<file path="src/rtl/irq_router_regs.vh">
// Register map, field layout and reset values of the system interrupt router.
// Assumes word indices on a plain strobe port; included by its bare name.
`ifndef IRQ_ROUTER_REGS_VH
`define IRQ_ROUTER_REGS_VH

// Register indices (address port)
`define ADDR_ASSIGN_REG_0 4'h0
`define ADDR_ASSIGN_REG_1 4'h1
`define ADDR_ASSIGN_REG_2 4'h2
`define ADDR_ASSIGN_REG_3 4'h3
`define ADDR_SOURCE_MASK 4'h4
`define ADDR_SOURCE_STATUS 4'h5
`define ADDR_WAKEUP_ENABLE 4'h6
`define ADDR_IRQ_PENDING 4'h7
`define ADDR_IRQ_ENABLE 4'h8

// Assignment field layout: four bits per source, eight sources per register
`define ASSIGN_FIELD_W 4
`define ASSIGN_PER_REG 8

// Default core interrupt IDs at reset
`define ASSIGN_RESET_0 32'h00000000
`define ASSIGN_RESET_1 32'h11000000
`define ASSIGN_RESET_2 32'h33332222
`define ASSIGN_RESET_3 32'h00000033
`define MASK_RESET 32'h00000000
`define WAKEUP_RESET 32'h00000000

// Level numbering
`define CORE_TIMER_LEVEL 6
`define GP_LEVEL_FIRST 7
`define GP_LEVEL_LAST 15

// Reserved source IDs
`define RESERVED_ID_A 10
`define RESERVED_ID_B 11

// Internal event bits of the pending/enable pair
`define EVT_WAKE_BIT 0
`define EVT_WRITE_BIT 1

`endif

</file>
<file path="src/rtl/system_irq_router.v">
// System interrupt router: maps peripheral sources onto core general-purpose levels.
// Assumes synchronous source levels and a single-cycle register strobe port.
//
// Notes on behaviour
// - Core timer is level 6; levels 7..15 follow, lower number higher priority.
// - After reset sources 0..7 route to level 7 (ID 0).
// - After reset sources 8..13 route to level 7 (ID 0).
// - After reset sources 14 and 15 route to level 8 (ID 1).
// - After reset sources 16..19 route to level 9 (ID 2).
// - After reset sources 20..25 route to level 10 (ID 3).
// - Four assignment registers, eight sources each; register 3 holds 24..25.
// - Sources 10 and 11 are reserved, inputs tied inactive, default level 7.
// - Assignment ID selects level seven plus ID.
//
// The register offsets and the address-and-strobe port are this design's own decisions.
`timescale 1ns/1ps
`include "irq_router_regs.vh"

module system_irq_router #(
  parameter NUM_SOURCES = 26,
  parameter ADDR_W = 4
) (
  input wire core_clk,
  input wire resetn,
  input wire [NUM_SOURCES-1:0] sourceReq,
  input wire [ADDR_W-1:0] regAddr,
  input wire [31:0] regWdata,
  input wire regWrite,
  input wire regRead,
  output reg [31:0] regRdata,
  output reg [8:0] gpLevelReq,
  output reg wakeupReq,
  output reg irqOut
);

  localparam NUM_LEVELS = `GP_LEVEL_LAST - `GP_LEVEL_FIRST + 1;
  localparam FW = `ASSIGN_FIELD_W;

  reg [31:0] assignReg0_q;
  reg [31:0] assignReg1_q;
  reg [31:0] assignReg2_q;
  reg [31:0] assignReg3_q;
  reg [NUM_SOURCES-1:0] sourceMask_q;
  reg [NUM_SOURCES-1:0] sourceStatus_q;
  reg [NUM_SOURCES-1:0] wakeupEnable_q;
  reg [1:0] irqPending_q;
  reg [1:0] irqEnable_q;
  reg wakeupPrev_q;

  wire [127:0] assignAll;
  wire [NUM_SOURCES-1:0] liveReq;
  wire [NUM_SOURCES-1:0] unmaskedReq;
  wire [NUM_LEVELS-1:0] levelHit [0:NUM_SOURCES-1];
  reg [NUM_LEVELS-1:0] levelReq_d;
  reg [31:0] rdata_d;
  reg [1:0] pending_d;
  wire wakeup_d;
  wire assignWrite;
  integer s;

  // Register 3 field space beyond ID 25 stays unused
  assign assignAll = {assignReg3_q, assignReg2_q, assignReg1_q, assignReg0_q};

  genvar g;
  generate
    for (g = 0; g < NUM_SOURCES; g = g + 1) begin : gSrc
      wire [FW-1:0] coreId;
      if (g == `RESERVED_ID_A || g == `RESERVED_ID_B) begin : gRsv
        assign liveReq[g] = 1'b0;
      end else begin : gLive
        assign liveReq[g] = sourceReq[g];
      end
      assign coreId = assignAll[g*FW +: FW];
      // ID n picks level 7+n; IDs past the top level select nothing
      assign levelHit[g] = (coreId < NUM_LEVELS) ?
        ({{(NUM_LEVELS-1){1'b0}}, 1'b1} << coreId) : {NUM_LEVELS{1'b0}};
    end
  endgenerate

  // Mask bit set means the source is enabled
  assign unmaskedReq = liveReq & sourceMask_q;

  always @* begin
    levelReq_d = {NUM_LEVELS{1'b0}};
    for (s = 0; s < NUM_SOURCES; s = s + 1) begin
      if (unmaskedReq[s]) begin
        levelReq_d = levelReq_d | levelHit[s];
      end
    end
  end

  assign wakeup_d = |(liveReq & wakeupEnable_q);
  assign assignWrite = regWrite && (regAddr <= `ADDR_ASSIGN_REG_3);

  // Hardware set wins over a write-one clear in the same cycle
  always @* begin
    pending_d = irqPending_q;
    if (regWrite && regAddr == `ADDR_IRQ_PENDING) begin
      pending_d = pending_d & ~regWdata[1:0];
    end
    if (wakeup_d && !wakeupPrev_q) begin
      pending_d[`EVT_WAKE_BIT] = 1'b1;
    end
    if (assignWrite) begin
      pending_d[`EVT_WRITE_BIT] = 1'b1;
    end
  end

  always @* begin
    rdata_d = 32'h00000000;
    case (regAddr)
      `ADDR_ASSIGN_REG_0: rdata_d = assignReg0_q;
      `ADDR_ASSIGN_REG_1: rdata_d = assignReg1_q;
      `ADDR_ASSIGN_REG_2: rdata_d = assignReg2_q;
      `ADDR_ASSIGN_REG_3: rdata_d = assignReg3_q;
      `ADDR_SOURCE_MASK: rdata_d[NUM_SOURCES-1:0] = sourceMask_q;
      `ADDR_SOURCE_STATUS: rdata_d[NUM_SOURCES-1:0] = sourceStatus_q;
      `ADDR_WAKEUP_ENABLE: rdata_d[NUM_SOURCES-1:0] = wakeupEnable_q;
      `ADDR_IRQ_PENDING: rdata_d[1:0] = irqPending_q;
      `ADDR_IRQ_ENABLE: rdata_d[1:0] = irqEnable_q;
      default: rdata_d = 32'h00000000;
    endcase
  end

  always @(posedge core_clk or negedge resetn) begin
    if (!resetn) begin
      assignReg0_q <= `ASSIGN_RESET_0;
      assignReg1_q <= `ASSIGN_RESET_1;
      assignReg2_q <= `ASSIGN_RESET_2;
      assignReg3_q <= `ASSIGN_RESET_3;
      sourceMask_q <= {NUM_SOURCES{1'b0}};
      wakeupEnable_q <= {NUM_SOURCES{1'b0}};
      sourceStatus_q <= {NUM_SOURCES{1'b0}};
      irqPending_q <= 2'h0;
      irqEnable_q <= 2'h0;
      wakeupPrev_q <= 1'b0;
      regRdata <= 32'h00000000;
      gpLevelReq <= 9'h000;
      wakeupReq <= 1'b0;
      irqOut <= 1'b0;
    end else begin
      if (regWrite) begin
        // Only ID bits beyond register 3's two fields are kept at zero
        case (regAddr)
          `ADDR_ASSIGN_REG_0: assignReg0_q <= regWdata;
          `ADDR_ASSIGN_REG_1: assignReg1_q <= regWdata;
          `ADDR_ASSIGN_REG_2: assignReg2_q <= regWdata;
          `ADDR_ASSIGN_REG_3: assignReg3_q <= {24'h000000, regWdata[7:0]};
          `ADDR_SOURCE_MASK: sourceMask_q <= regWdata[NUM_SOURCES-1:0];
          `ADDR_WAKEUP_ENABLE: wakeupEnable_q <= regWdata[NUM_SOURCES-1:0];
          `ADDR_IRQ_ENABLE: irqEnable_q <= regWdata[1:0];
          default: ;
        endcase
      end
      sourceStatus_q <= liveReq;
      irqPending_q <= pending_d;
      wakeupPrev_q <= wakeup_d;
      regRdata <= regRead ? rdata_d : 32'h00000000;
      gpLevelReq <= levelReq_d;
      wakeupReq <= wakeup_d;
      irqOut <= |(pending_d & irqEnable_q);
    end
  end

endmodule

</file>
<file path="config.mk">
export PLATFORM = sky130hd
export DESIGN_NAME = system_irq_router
export DESIGN_NICKNAME = d
export VERILOG_FILES = /design/src/rtl/system_irq_router.v
export VERILOG_INCLUDE_DIRS = /design/src /design/src/rtl
export SDC_FILE = /design/constraint.sdc
export NUM_CORES = 1
export LEC_CHECK = 0
export ABC_AREA = 1
export BUFFER_PORTS_ARGS = -buffer_cell sky130_fd_sc_hd__buf_4
export CAP_MARGIN = 40
export CORE_UTILIZATION = 50
export DETAILED_ROUTE_END_ITERATION = 10
export PLACE_DENSITY = 0.73
export SLEW_MARGIN = 20
export SYNTH_ARGS = -nofsm -noshare
export SYNTH_HDL_FRONTEND = slang
export SYNTH_SLANG_ARGS = --single-unit
export TNS_END_PERCENT = 30
</file>
<file path="constraint.sdc">
create_clock -name core_clk -period 1.53 [get_ports core_clk]
set_clock_uncertainty 0.1 [all_clocks]
set_input_delay 0.2295 -clock core_clk [delete_from_list [all_inputs] [get_ports core_clk]]
set_output_delay 0.2295 -clock core_clk [all_outputs]
set_load 0.05 [all_outputs]
</file>
==> impl_metrics.xml, run 1 <==
<?xml version="1.0" encoding="UTF-8"?>
<metrics>
  <group name="run_status">
    <metric name="outcome" unit="">finished with violations</metric>
    <metric name="failed_checks" unit="">negative setup slack</metric>
  </group>
  <group name="job">
    <metric name="timing.max_cap.violations" unit="">0</metric>
  </group>
  <group name="placement">
    <metric name="port_buffers" unit="">106</metric>
    <metric name="gp_congestion" unit="">1.10</metric>
    <metric name="dpl.cell_count" unit="">2216</metric>
    <metric name="place_area" unit="sq um">14500</metric>
    <metric name="dp_hpwl" unit="microns">35400</metric>
  </group>
  <group name="detailed_routing">
    <metric name="postRouteAntennaNets" unit="">0</metric>
    <metric name="wire_per_inst" unit="microns">20.1</metric>
    <metric name="totalWireLength" unit="microns">46700</metric>
    <metric name="drt_drc" unit="">0</metric>
    <metric name="drt_first_pass_iters" unit="">6</metric>
    <metric name="detailroute.via_count" unit="">12600</metric>
    <metric name="via_per_inst" unit="">5.44</metric>
    <metric name="drt_iter0_markers" unit="">1029</metric>
  </group>
  <group name="min_path">
    <metric name="hold_start" unit="">regWdata[1]</metric>
    <metric name="timing.hold.worst.class" unit="">input port to flop</metric>
    <metric name="whs_path_depth" unit="">3</metric>
    <metric name="worstHoldEndpoint" unit="">wakeupEnable_q[1]</metric>
  </group>
  <group name="synth">
    <metric name="yosys-top-cells-count" unit="">sky130_fd_sc_hd__nand2_1 (634), sky130_fd_sc_hd__dfrtp_1 (209), sky130_fd_sc_hd__nor2_1 (181)</metric>
    <metric name="synth-edff-count" unit="">0</metric>
    <metric name="synth_top_area_share" unit="%">44.0</metric>
    <metric name="synthFlopType" unit="">sky130_fd_sc_hd__dfrtp_1</metric>
    <metric name="syn_avg_cell_area" unit="sq um">7.18</metric>
    <metric name="synth-seq-cells" unit="">227</metric>
    <metric name="synthesis.instances" unit="">1657</metric>
    <metric name="synth.distinct_cells" unit="">34</metric>
    <metric name="synthArstFlopShare" unit="%">100</metric>
    <metric name="area_of_the_mapped_netlist" unit="sq um">11900</metric>
    <metric name="post-synth-top-count-cell" unit="">sky130_fd_sc_hd__nand2_1</metric>
    <metric name="ys.warnings.count" unit="">0</metric>
    <metric name="synth_area_leader_cell" unit="">sky130_fd_sc_hd__dfrtp_1</metric>
    <metric name="postSynthNetCount" unit="">1723</metric>
    <metric name="post_synth_main_area_contributors" unit="">sky130_fd_sc_hd__dfrtp_1 (44%), sky130_fd_sc_hd__nand2_1 (20%), sky130_fd_sc_hd__o21ai_0 (5.9%)</metric>
    <metric name="ys_seq_area_share" unit="%">47.9</metric>
  </group>
  <group name="die">
    <metric name="die-height" unit="microns">156</metric>
    <metric name="fp-row-count" unit="">56</metric>
    <metric name="fp.dieArea" unit="sq um">24400</metric>
    <metric name="start_util" unit="%">50.8</metric>
    <metric name="core_region_area" unit="sq um">23400</metric>
    <metric name="number_of_i_o_pins" unit="">109</metric>
    <metric name="dieWidth" unit="microns">156</metric>
  </group>
  <group name="sta">
    <metric name="final.min_clock_period" unit="ps">1580</metric>
    <metric name="report.final.slew_viol_count" unit="">0</metric>
    <metric name="post-route-period-util" unit="%">103</metric>
    <metric name="post-route-worst-setup-slack" unit="ps">-51.5</metric>
    <metric name="total_of_endpoints_with_negative_setup_slack_in_the_final_report" unit="">6</metric>
    <metric name="max-slew-margin-rel" unit="%">73.7</metric>
    <metric name="clock.fmax" unit="MHz">632</metric>
    <metric name="grt_setup_unrepaired" unit="">yes</metric>
    <metric name="hold_viol" unit="">0</metric>
    <metric name="tightestPinTransition" unit="ps">395</metric>
  </group>
  <group name="finish">
    <metric name="antenna_cells" unit="">0</metric>
    <metric name="final_layout_size_suffix_gt1_share" unit="%">22.7</metric>
    <metric name="synthToLayoutAreaGrowth" unit="%">36.5</metric>
    <metric name="final_design_area_no_fill" unit="sq um">16200</metric>
    <metric name="final_nets" unit="">2054</metric>
    <metric name="final_cells" unit="">2325</metric>
  </group>
  <group name="pwr">
    <metric name="clock_power_share" unit="%">31.0</metric>
    <metric name="p_leak" unit="nW">8.49</metric>
    <metric name="max-vdd-ir-drop" unit="uV">976</metric>
    <metric name="p_seq_share" unit="%">40.8</metric>
    <metric name="fin_total_pwr" unit="mW">20.1</metric>
    <metric name="internal_power" unit="mW">13.1</metric>
    <metric name="comb_power_share" unit="%">28.1</metric>
    <metric name="p_switching" unit="mW">6.95</metric>
    <metric name="pwr_density_cell" unit="nW/um^2">1230</metric>
    <metric name="swShare" unit="%">34.6</metric>
  </group>
  <group name="critical_path">
    <metric name="crit_arrival" unit="ps">1870</metric>
    <metric name="rr_startpoint" unit="">assignReg2_q[24]</metric>
    <metric name="path_delay_family" unit="">simple AND/OR/NAND/NOR gates</metric>
    <metric name="worstReg2RegEnd" unit="">gpLevelReq[8]</metric>
    <metric name="path_class" unit="">flop to flop</metric>
    <metric name="cp_common_cell" unit="">sky130_fd_sc_hd__nor2_2</metric>
    <metric name="worst-path-max-fanout" unit="">4</metric>
    <metric name="endpoint_kind" unit="">flop</metric>
    <metric name="critical_path.cell_chain" unit="">nor2_2 &gt; nand4_1 &gt; o21a_1 &gt; nand2_1 &gt; nor2_2 &gt; nand3_2</metric>
    <metric name="timing.critical_path.buf_inv" unit="">0</metric>
    <metric name="critical_path.slowest_cell" unit="">sky130_fd_sc_hd__dfstp_2</metric>
    <metric name="slowest_delay" unit="ps">570</metric>
    <metric name="startpoint_type" unit="">flop</metric>
    <metric name="worst-r2r-setup-slack" unit="ps">-50</metric>
    <metric name="critical_path_data_required_time" unit="ps">1820</metric>
    <metric name="reg2regPathDepth" unit="">6</metric>
  </group>
  <group name="clock_network">
    <metric name="cts_buffers" unit="">25</metric>
    <metric name="cts_root_buf" unit="">sky130_fd_sc_hd__clkbuf_16</metric>
    <metric name="cts_max_level" unit="">1</metric>
    <metric name="clk_transition_reported_paths" unit="ps">60</metric>
    <metric name="clk-insertion-delay-late" unit="ps">540</metric>
    <metric name="tritoncts_clock_tree" unit="">done</metric>
    <metric name="clk_path_buf_depth" unit="">3</metric>
    <metric name="clock_sinks" unit="">227</metric>
  </group>
  <group name="global_routing">
    <metric name="grt_overflow_total" unit="">0</metric>
    <metric name="overall_fraction_of_global_route_tracks_in_use" unit="%">38.8</metric>
    <metric name="maximum_number_of_pins_on_one_net_before_global_route_repair" unit="">53</metric>
    <metric name="grt_antenna_before_repair" unit="">0</metric>
    <metric name="wire_length_of_the_first_global_routing_pass" unit="microns">69700</metric>
    <metric name="via_count_of_the_first_global_routing_pass" unit="">12100</metric>
  </group>
</metrics>
==> cell usage in the layout (no fill, tap or decap), types with 4 or more instances in the layout <==
| cell | synthesis | routed |
|---|---|---|
| sky130_fd_sc_hd__nand2_1 | 634 | 609 |
| sky130_fd_sc_hd__buf_4 | 2 | 262 |
| sky130_fd_sc_hd__dfrtp_1 | 209 | 206 |
| sky130_fd_sc_hd__inv_1 | 158 | 152 |
| sky130_fd_sc_hd__nor2_1 | 181 | 149 |
| sky130_fd_sc_hd__o21ai_0 | 141 | 141 |
| sky130_fd_sc_hd__nand3_1 | 76 | 70 |
| sky130_fd_sc_hd__a21oi_1 | 57 | 57 |
| sky130_fd_sc_hd__dlygate4sd3_1 | 0 | 57 |
| sky130_fd_sc_hd__o21ai_1 | 46 | 46 |
| sky130_fd_sc_hd__nor2_2 | 0 | 30 |
| sky130_fd_sc_hd__nand2_2 | 6 | 29 |
| sky130_fd_sc_hd__buf_12 | 0 | 27 |
| sky130_fd_sc_hd__clkbuf_16 | 0 | 25 |
| sky130_fd_sc_hd__nand4_1 | 19 | 19 |
| sky130_fd_sc_hd__dfstp_2 | 18 | 18 |
| sky130_fd_sc_hd__nor3_1 | 25 | 12 |
| sky130_fd_sc_hd__nor3_2 | 0 | 10 |
| sky130_fd_sc_hd__clkbuf_1 | 9 | 9 |
| sky130_fd_sc_hd__inv_2 | 2 | 8 |
| sky130_fd_sc_hd__nand2_4 | 5 | 7 |
| sky130_fd_sc_hd__o22ai_1 | 8 | 7 |
| sky130_fd_sc_hd__nand3_2 | 0 | 6 |
| sky130_fd_sc_hd__nor2_4 | 4 | 6 |
| sky130_fd_sc_hd__clkbuf_8 | 0 | 4 |
==> how the worst max path moves through the flow <==
stage | cells after the start | to | from | slack [ps]
CTS | 7 | gpLevelReq[0] | assignReg1_q[27] | -30
global route | 6 | gpLevelReq[8] | assignReg2_q[24] | -70
global placement | 12 | irqOut | sourceReq[14] | -130
finish | 6 | gpLevelReq[8] | assignReg2_q[24] | -50
floorplan | 7 | assignReg1_q[7] | regAddr[3] | 240
detailed placement | 12 | irqOut | sourceReq[14] | -110
==> final cells by class <==
type / count / area, sq um
fillers: 1953 / 7160
flip-flops and latches: 227 / 5710
multi-input cells: 1224 / 5590
repair buffers: 349 / 3120
clock buffers: 38 / 714
inverters: 161 / 604
well taps: 319 / 399
clock inverters: 7 / 116
==> sequential cells by signal, summed over array words and instances, names as in the netlist <==
| name | count |
|---|---|
| assignReg0_q | 32 |
| assignReg1_q | 32 |
| assignReg2_q | 32 |
| regRdata | 32 |
| sourceMask_q | 26 |
| wakeupEnable_q | 26 |
| sourceStatus_q | 24 |
| gpLevelReq | 9 |
| assignReg3_q | 8 |
| irqEnable_q | 2 |
| irqPending_q | 2 |
| irqOut | 1 |
| wakeupPrev_q | 1 |
==> metal layers <==
metal / wire length [microns] / track usage, % / vias to the layer above / part of all wire [%]
met1: 19400 / 50.7 / 6079 / 42
met2: 22200 / 65.5 / 554 / 48
met5: 0 / 0 / - / 0
met3: 3210 / 5.32 / 96 / 6.9
li1: - / - / 5919 / -
met4: 1850 / 14.8 / 0 / 4.0
==> timing repair <==
item / 4_1_cts / 5_1_grt
pin swaps: 4 / 23
setup endpoints to repair: 9 / 11
hold buffers: 57 / 0
resized for setup: 29 / 71
hold endpoints to repair: 365 / 0
gates cloned: 0 / 0
buffers inserted: 2 / 5
==> cells by family (layout without fill, tap and decap cells) <==
group           after synthesis  count (layout)  share of synthesized area [%]
compound gates              262             262                           11.3
flops                       227             227                           47.9
simple gates                962             962                           33.1
buf+inv                     206             555                           7.69
==> worst register-to-register path, cell delays in order (launching register included) <==
cell and delay, ps:
sky130_fd_sc_hd__dfstp_2 570, sky130_fd_sc_hd__nor2_2 50, sky130_fd_sc_hd__nand4_1 210, sky130_fd_sc_hd__o21a_1 200, sky130_fd_sc_hd__nand2_1 80, sky130_fd_sc_hd__nor2_2 120, sky130_fd_sc_hd__nand3_2 120
==> power by group through the flow <==
stage	registers, mW	logic, mW	clock network (mW)
4_1_cts	8.09	5.40	6.25
2_1_floorplan	8.48	2.13	0
3_3_place_gp	8.13	5.07	0
3_5_place_dp	8.16	5.19	0
6_report	8.19	5.65	6.22
5_1_grt	8.31	6.15	6.41
==> metrics by stage <==
stage	TNS, ps	util [%]	hold slack [ps]	setup WS (ps)
3_3_place_gp	-1210	61.8	54.3	-132
3_5_place_dp	-1520	61.8	52.0	-112
2_1_floorplan	0	-	-166	236
5_1_grt	-444	69.4	18.8	-74.8
4_1_cts	-136	68.3	2.83	-33.4
6_report	-167	69.4	3.74	-51.5
Note: power is estimated with default switching activity, not from simulation.
==> inputs of run 2 (changes only) <==
- SKIP_CTS_REPAIR_TIMING: not set -> 1
==> impl_metrics.xml, run 2 (synthesized netlist as in run 1, its figures left out) <==
<?xml version="1.0" encoding="UTF-8"?>
<metrics>
  <group name="clock_network">
    <metric name="clock_sinks" unit="">227</metric>
    <metric name="clk-insertion-delay-late" unit="ps">540</metric>
    <metric name="cts_max_level" unit="">1</metric>
    <metric name="clk_path_buf_depth" unit="">3</metric>
    <metric name="cts_buffers" unit="">25</metric>
    <metric name="cts_root_buf" unit="">sky130_fd_sc_hd__clkbuf_16</metric>
    <metric name="clk_transition_reported_paths" unit="ps">60</metric>
    <metric name="tritoncts_clock_tree" unit="">done</metric>
  </group>
  <group name="sta">
    <metric name="max-slew-margin-rel" unit="%">74.3</metric>
    <metric name="hold_viol" unit="">4</metric>
    <metric name="final.min_clock_period" unit="ps">1580</metric>
    <metric name="total_of_endpoints_with_negative_setup_slack_in_the_final_report" unit="">2</metric>
    <metric name="timing.hold.ws" unit="ps">-23.8</metric>
    <metric name="grt_setup_unrepaired" unit="">yes</metric>
    <metric name="clock.fmax" unit="MHz">633</metric>
    <metric name="report.final.slew_viol_count" unit="">0</metric>
    <metric name="post-route-period-util" unit="%">103</metric>
    <metric name="post-route-worst-setup-slack" unit="ps">-50.8</metric>
    <metric name="tightestPinTransition" unit="ps">385</metric>
  </group>
  <group name="placement">
    <metric name="port_buffers" unit="">106</metric>
    <metric name="dp_hpwl" unit="microns">35400</metric>
    <metric name="place_area" unit="sq um">14500</metric>
    <metric name="dpl.cell_count" unit="">2216</metric>
    <metric name="gp_congestion" unit="">1.10</metric>
  </group>
  <group name="critical_path">
    <metric name="path_class" unit="">flop to flop</metric>
    <metric name="cp_common_cell" unit="">sky130_fd_sc_hd__nand4_1</metric>
    <metric name="startpoint_type" unit="">flop</metric>
    <metric name="slowest_delay" unit="ps">400</metric>
    <metric name="critical_path_data_required_time" unit="ps">1820</metric>
    <metric name="endpoint_kind" unit="">flop</metric>
    <metric name="crit_arrival" unit="ps">1870</metric>
    <metric name="critical_path.slowest_cell" unit="">sky130_fd_sc_hd__dfrtp_1</metric>
    <metric name="path_delay_family" unit="">simple AND/OR/NAND/NOR gates</metric>
    <metric name="timing.critical_path.buf_inv" unit="">2</metric>
    <metric name="worst-path-max-fanout" unit="">3</metric>
    <metric name="critical_path.cell_chain" unit="">nand2_2 &gt; buf_12 &gt; inv_2 &gt; nand4_1 &gt; nand4_1 &gt; nor2_1 &gt; nand3_2</metric>
  </group>
  <group name="finish">
    <metric name="synthToLayoutAreaGrowth" unit="%">36.2</metric>
    <metric name="final_nets" unit="">2050</metric>
    <metric name="final_design_area_no_fill" unit="sq um">16200</metric>
    <metric name="multi_input_comb_area" unit="sq um">5590</metric>
    <metric name="layout.cells.most_common" unit="">sky130_fd_sc_hd__nand2_1</metric>
    <metric name="regArea" unit="sq um">5710</metric>
    <metric name="final_cells" unit="">2321</metric>
    <metric name="filler_cell_count" unit="">1975</metric>
    <metric name="final_cell_mix" unit="">sky130_fd_sc_hd__nand2_1 (609), sky130_fd_sc_hd__buf_4 (264), sky130_fd_sc_hd__dfrtp_1 (206)</metric>
    <metric name="final_layout_size_suffix_gt1_share" unit="%">22.8</metric>
    <metric name="antenna_cells" unit="">0</metric>
  </group>
  <group name="die">
    <metric name="core_region_area" unit="sq um">23400</metric>
    <metric name="fp-row-count" unit="">56</metric>
    <metric name="start_util" unit="%">50.8</metric>
    <metric name="fp.dieArea" unit="sq um">24400</metric>
    <metric name="die-height" unit="microns">156</metric>
    <metric name="dieWidth" unit="microns">156</metric>
    <metric name="number_of_i_o_pins" unit="">109</metric>
  </group>
  <group name="run_status">
    <metric name="outcome" unit="">finished with violations</metric>
    <metric name="failed_checks" unit="">negative hold slack, negative setup slack</metric>
  </group>
  <group name="detailed_routing">
    <metric name="drt_drc" unit="">0</metric>
    <metric name="drt_first_pass_iters" unit="">5</metric>
    <metric name="drt_iter0_markers" unit="">1122</metric>
    <metric name="postRouteAntennaNets" unit="">0</metric>
    <metric name="detailroute.via_count" unit="">12500</metric>
    <metric name="wire_per_inst" unit="microns">20.2</metric>
    <metric name="totalWireLength" unit="microns">46900</metric>
    <metric name="via_per_inst" unit="">5.40</metric>
  </group>
  <group name="global_routing">
    <metric name="via_count_of_the_first_global_routing_pass" unit="">11700</metric>
    <metric name="wire_length_of_the_first_global_routing_pass" unit="microns">67700</metric>
    <metric name="grt_antenna_before_repair" unit="">0</metric>
    <metric name="grt_overflow_total" unit="">0</metric>
    <metric name="maximum_number_of_pins_on_one_net_before_global_route_repair" unit="">53</metric>
    <metric name="overall_fraction_of_global_route_tracks_in_use" unit="%">37.8</metric>
  </group>
  <group name="pwr">
    <metric name="max-vdd-ir-drop" unit="uV">954</metric>
    <metric name="pwr_density_cell" unit="nW/um^2">1240</metric>
    <metric name="p_leak" unit="nW">8.48</metric>
  </group>
  <group name="min_path">
    <metric name="timing.hold.worst.class" unit="">input port to flop</metric>
  </group>
  <group name="job">
    <metric name="timing.max_cap.violations" unit="">0</metric>
  </group>
</metrics>
## run 2: layer usage
layer	GRT usage [%]	part of all wire, %	vias to the layer above
met5	0	0	-
met4	13.7	4.1	0
li1	-	-	5913
met2	63.1	47	541
met1	50.4	42	5978
met3	4.96	7.0	105
## run 2: tightest hold or removal path, stage by stage
cell and delay, ps:
sky130_fd_sc_hd__buf_4 70, sky130_fd_sc_hd__inv_1 100, sky130_fd_sc_hd__o21ai_0 170
## run 2: report_power, final
group / switching [mW] / internal, mW / leakage (nW)
sequential: 1.06 / 7.13 / 2.84
combinational: 3.37 / 2.27 / 5.23
clock: 2.51 / 3.72 / 0.402
total: 6.93 / 13.1 / 8.48
## run 2: path summary, 6_finish.rpt
| kind | from | depth (start not counted) | end | slack, ps |
|---|---|---|---|---|
| setup / recovery | sourceMask_q[14] | 7 | gpLevelReq[8] | -50 |
| hold / removal | regWdata[7] | 3 | assignReg0_q[7] | -20 |
| setup reg to reg | sourceMask_q[14] | 7 | gpLevelReq[8] | -50 |
| hold reg to reg | assignReg1_q[13] | 2 | assignReg1_q[13] | 390 |
| max in group asynchronous | resetn | 3 | assignReg2_q[13] | 640 |
| min in group asynchronous | resetn | 2 | wakeupEnable_q[5] | 110 |
## run 2: stage by stage
| stage | hold WS (ps) | TNS (ps) | util, % | total power, mW | setup slack, ps |
|---|---|---|---|---|---|
| finish | -23.8 | -82.9 | 69.2 | 20.0 | -50.8 |
| floorplan | -166 | 0 | - | 10.6 | 236 |
| detailed placement | 52.0 | -1520 | 61.8 | 13.3 | -112 |
| CTS | -498 | -730 | 65.4 | 19.5 | -117 |
| global placement | 54.3 | -1210 | 61.8 | 13.2 | -132 |
| global route | 3.03 | -362 | 69.2 | 20.9 | -52.2 |
## run 2: final cells by class
cell class	instances	share of cell area [%]
Multi-Input combinational cell	1224	34.5
Tap cell	319	2.46
Clock buffer	38	4.41
Timing Repair Buffer	345	18.9
Clock inverter	7	0.718
Sequential cell	227	35.2
Inverter	161	3.73
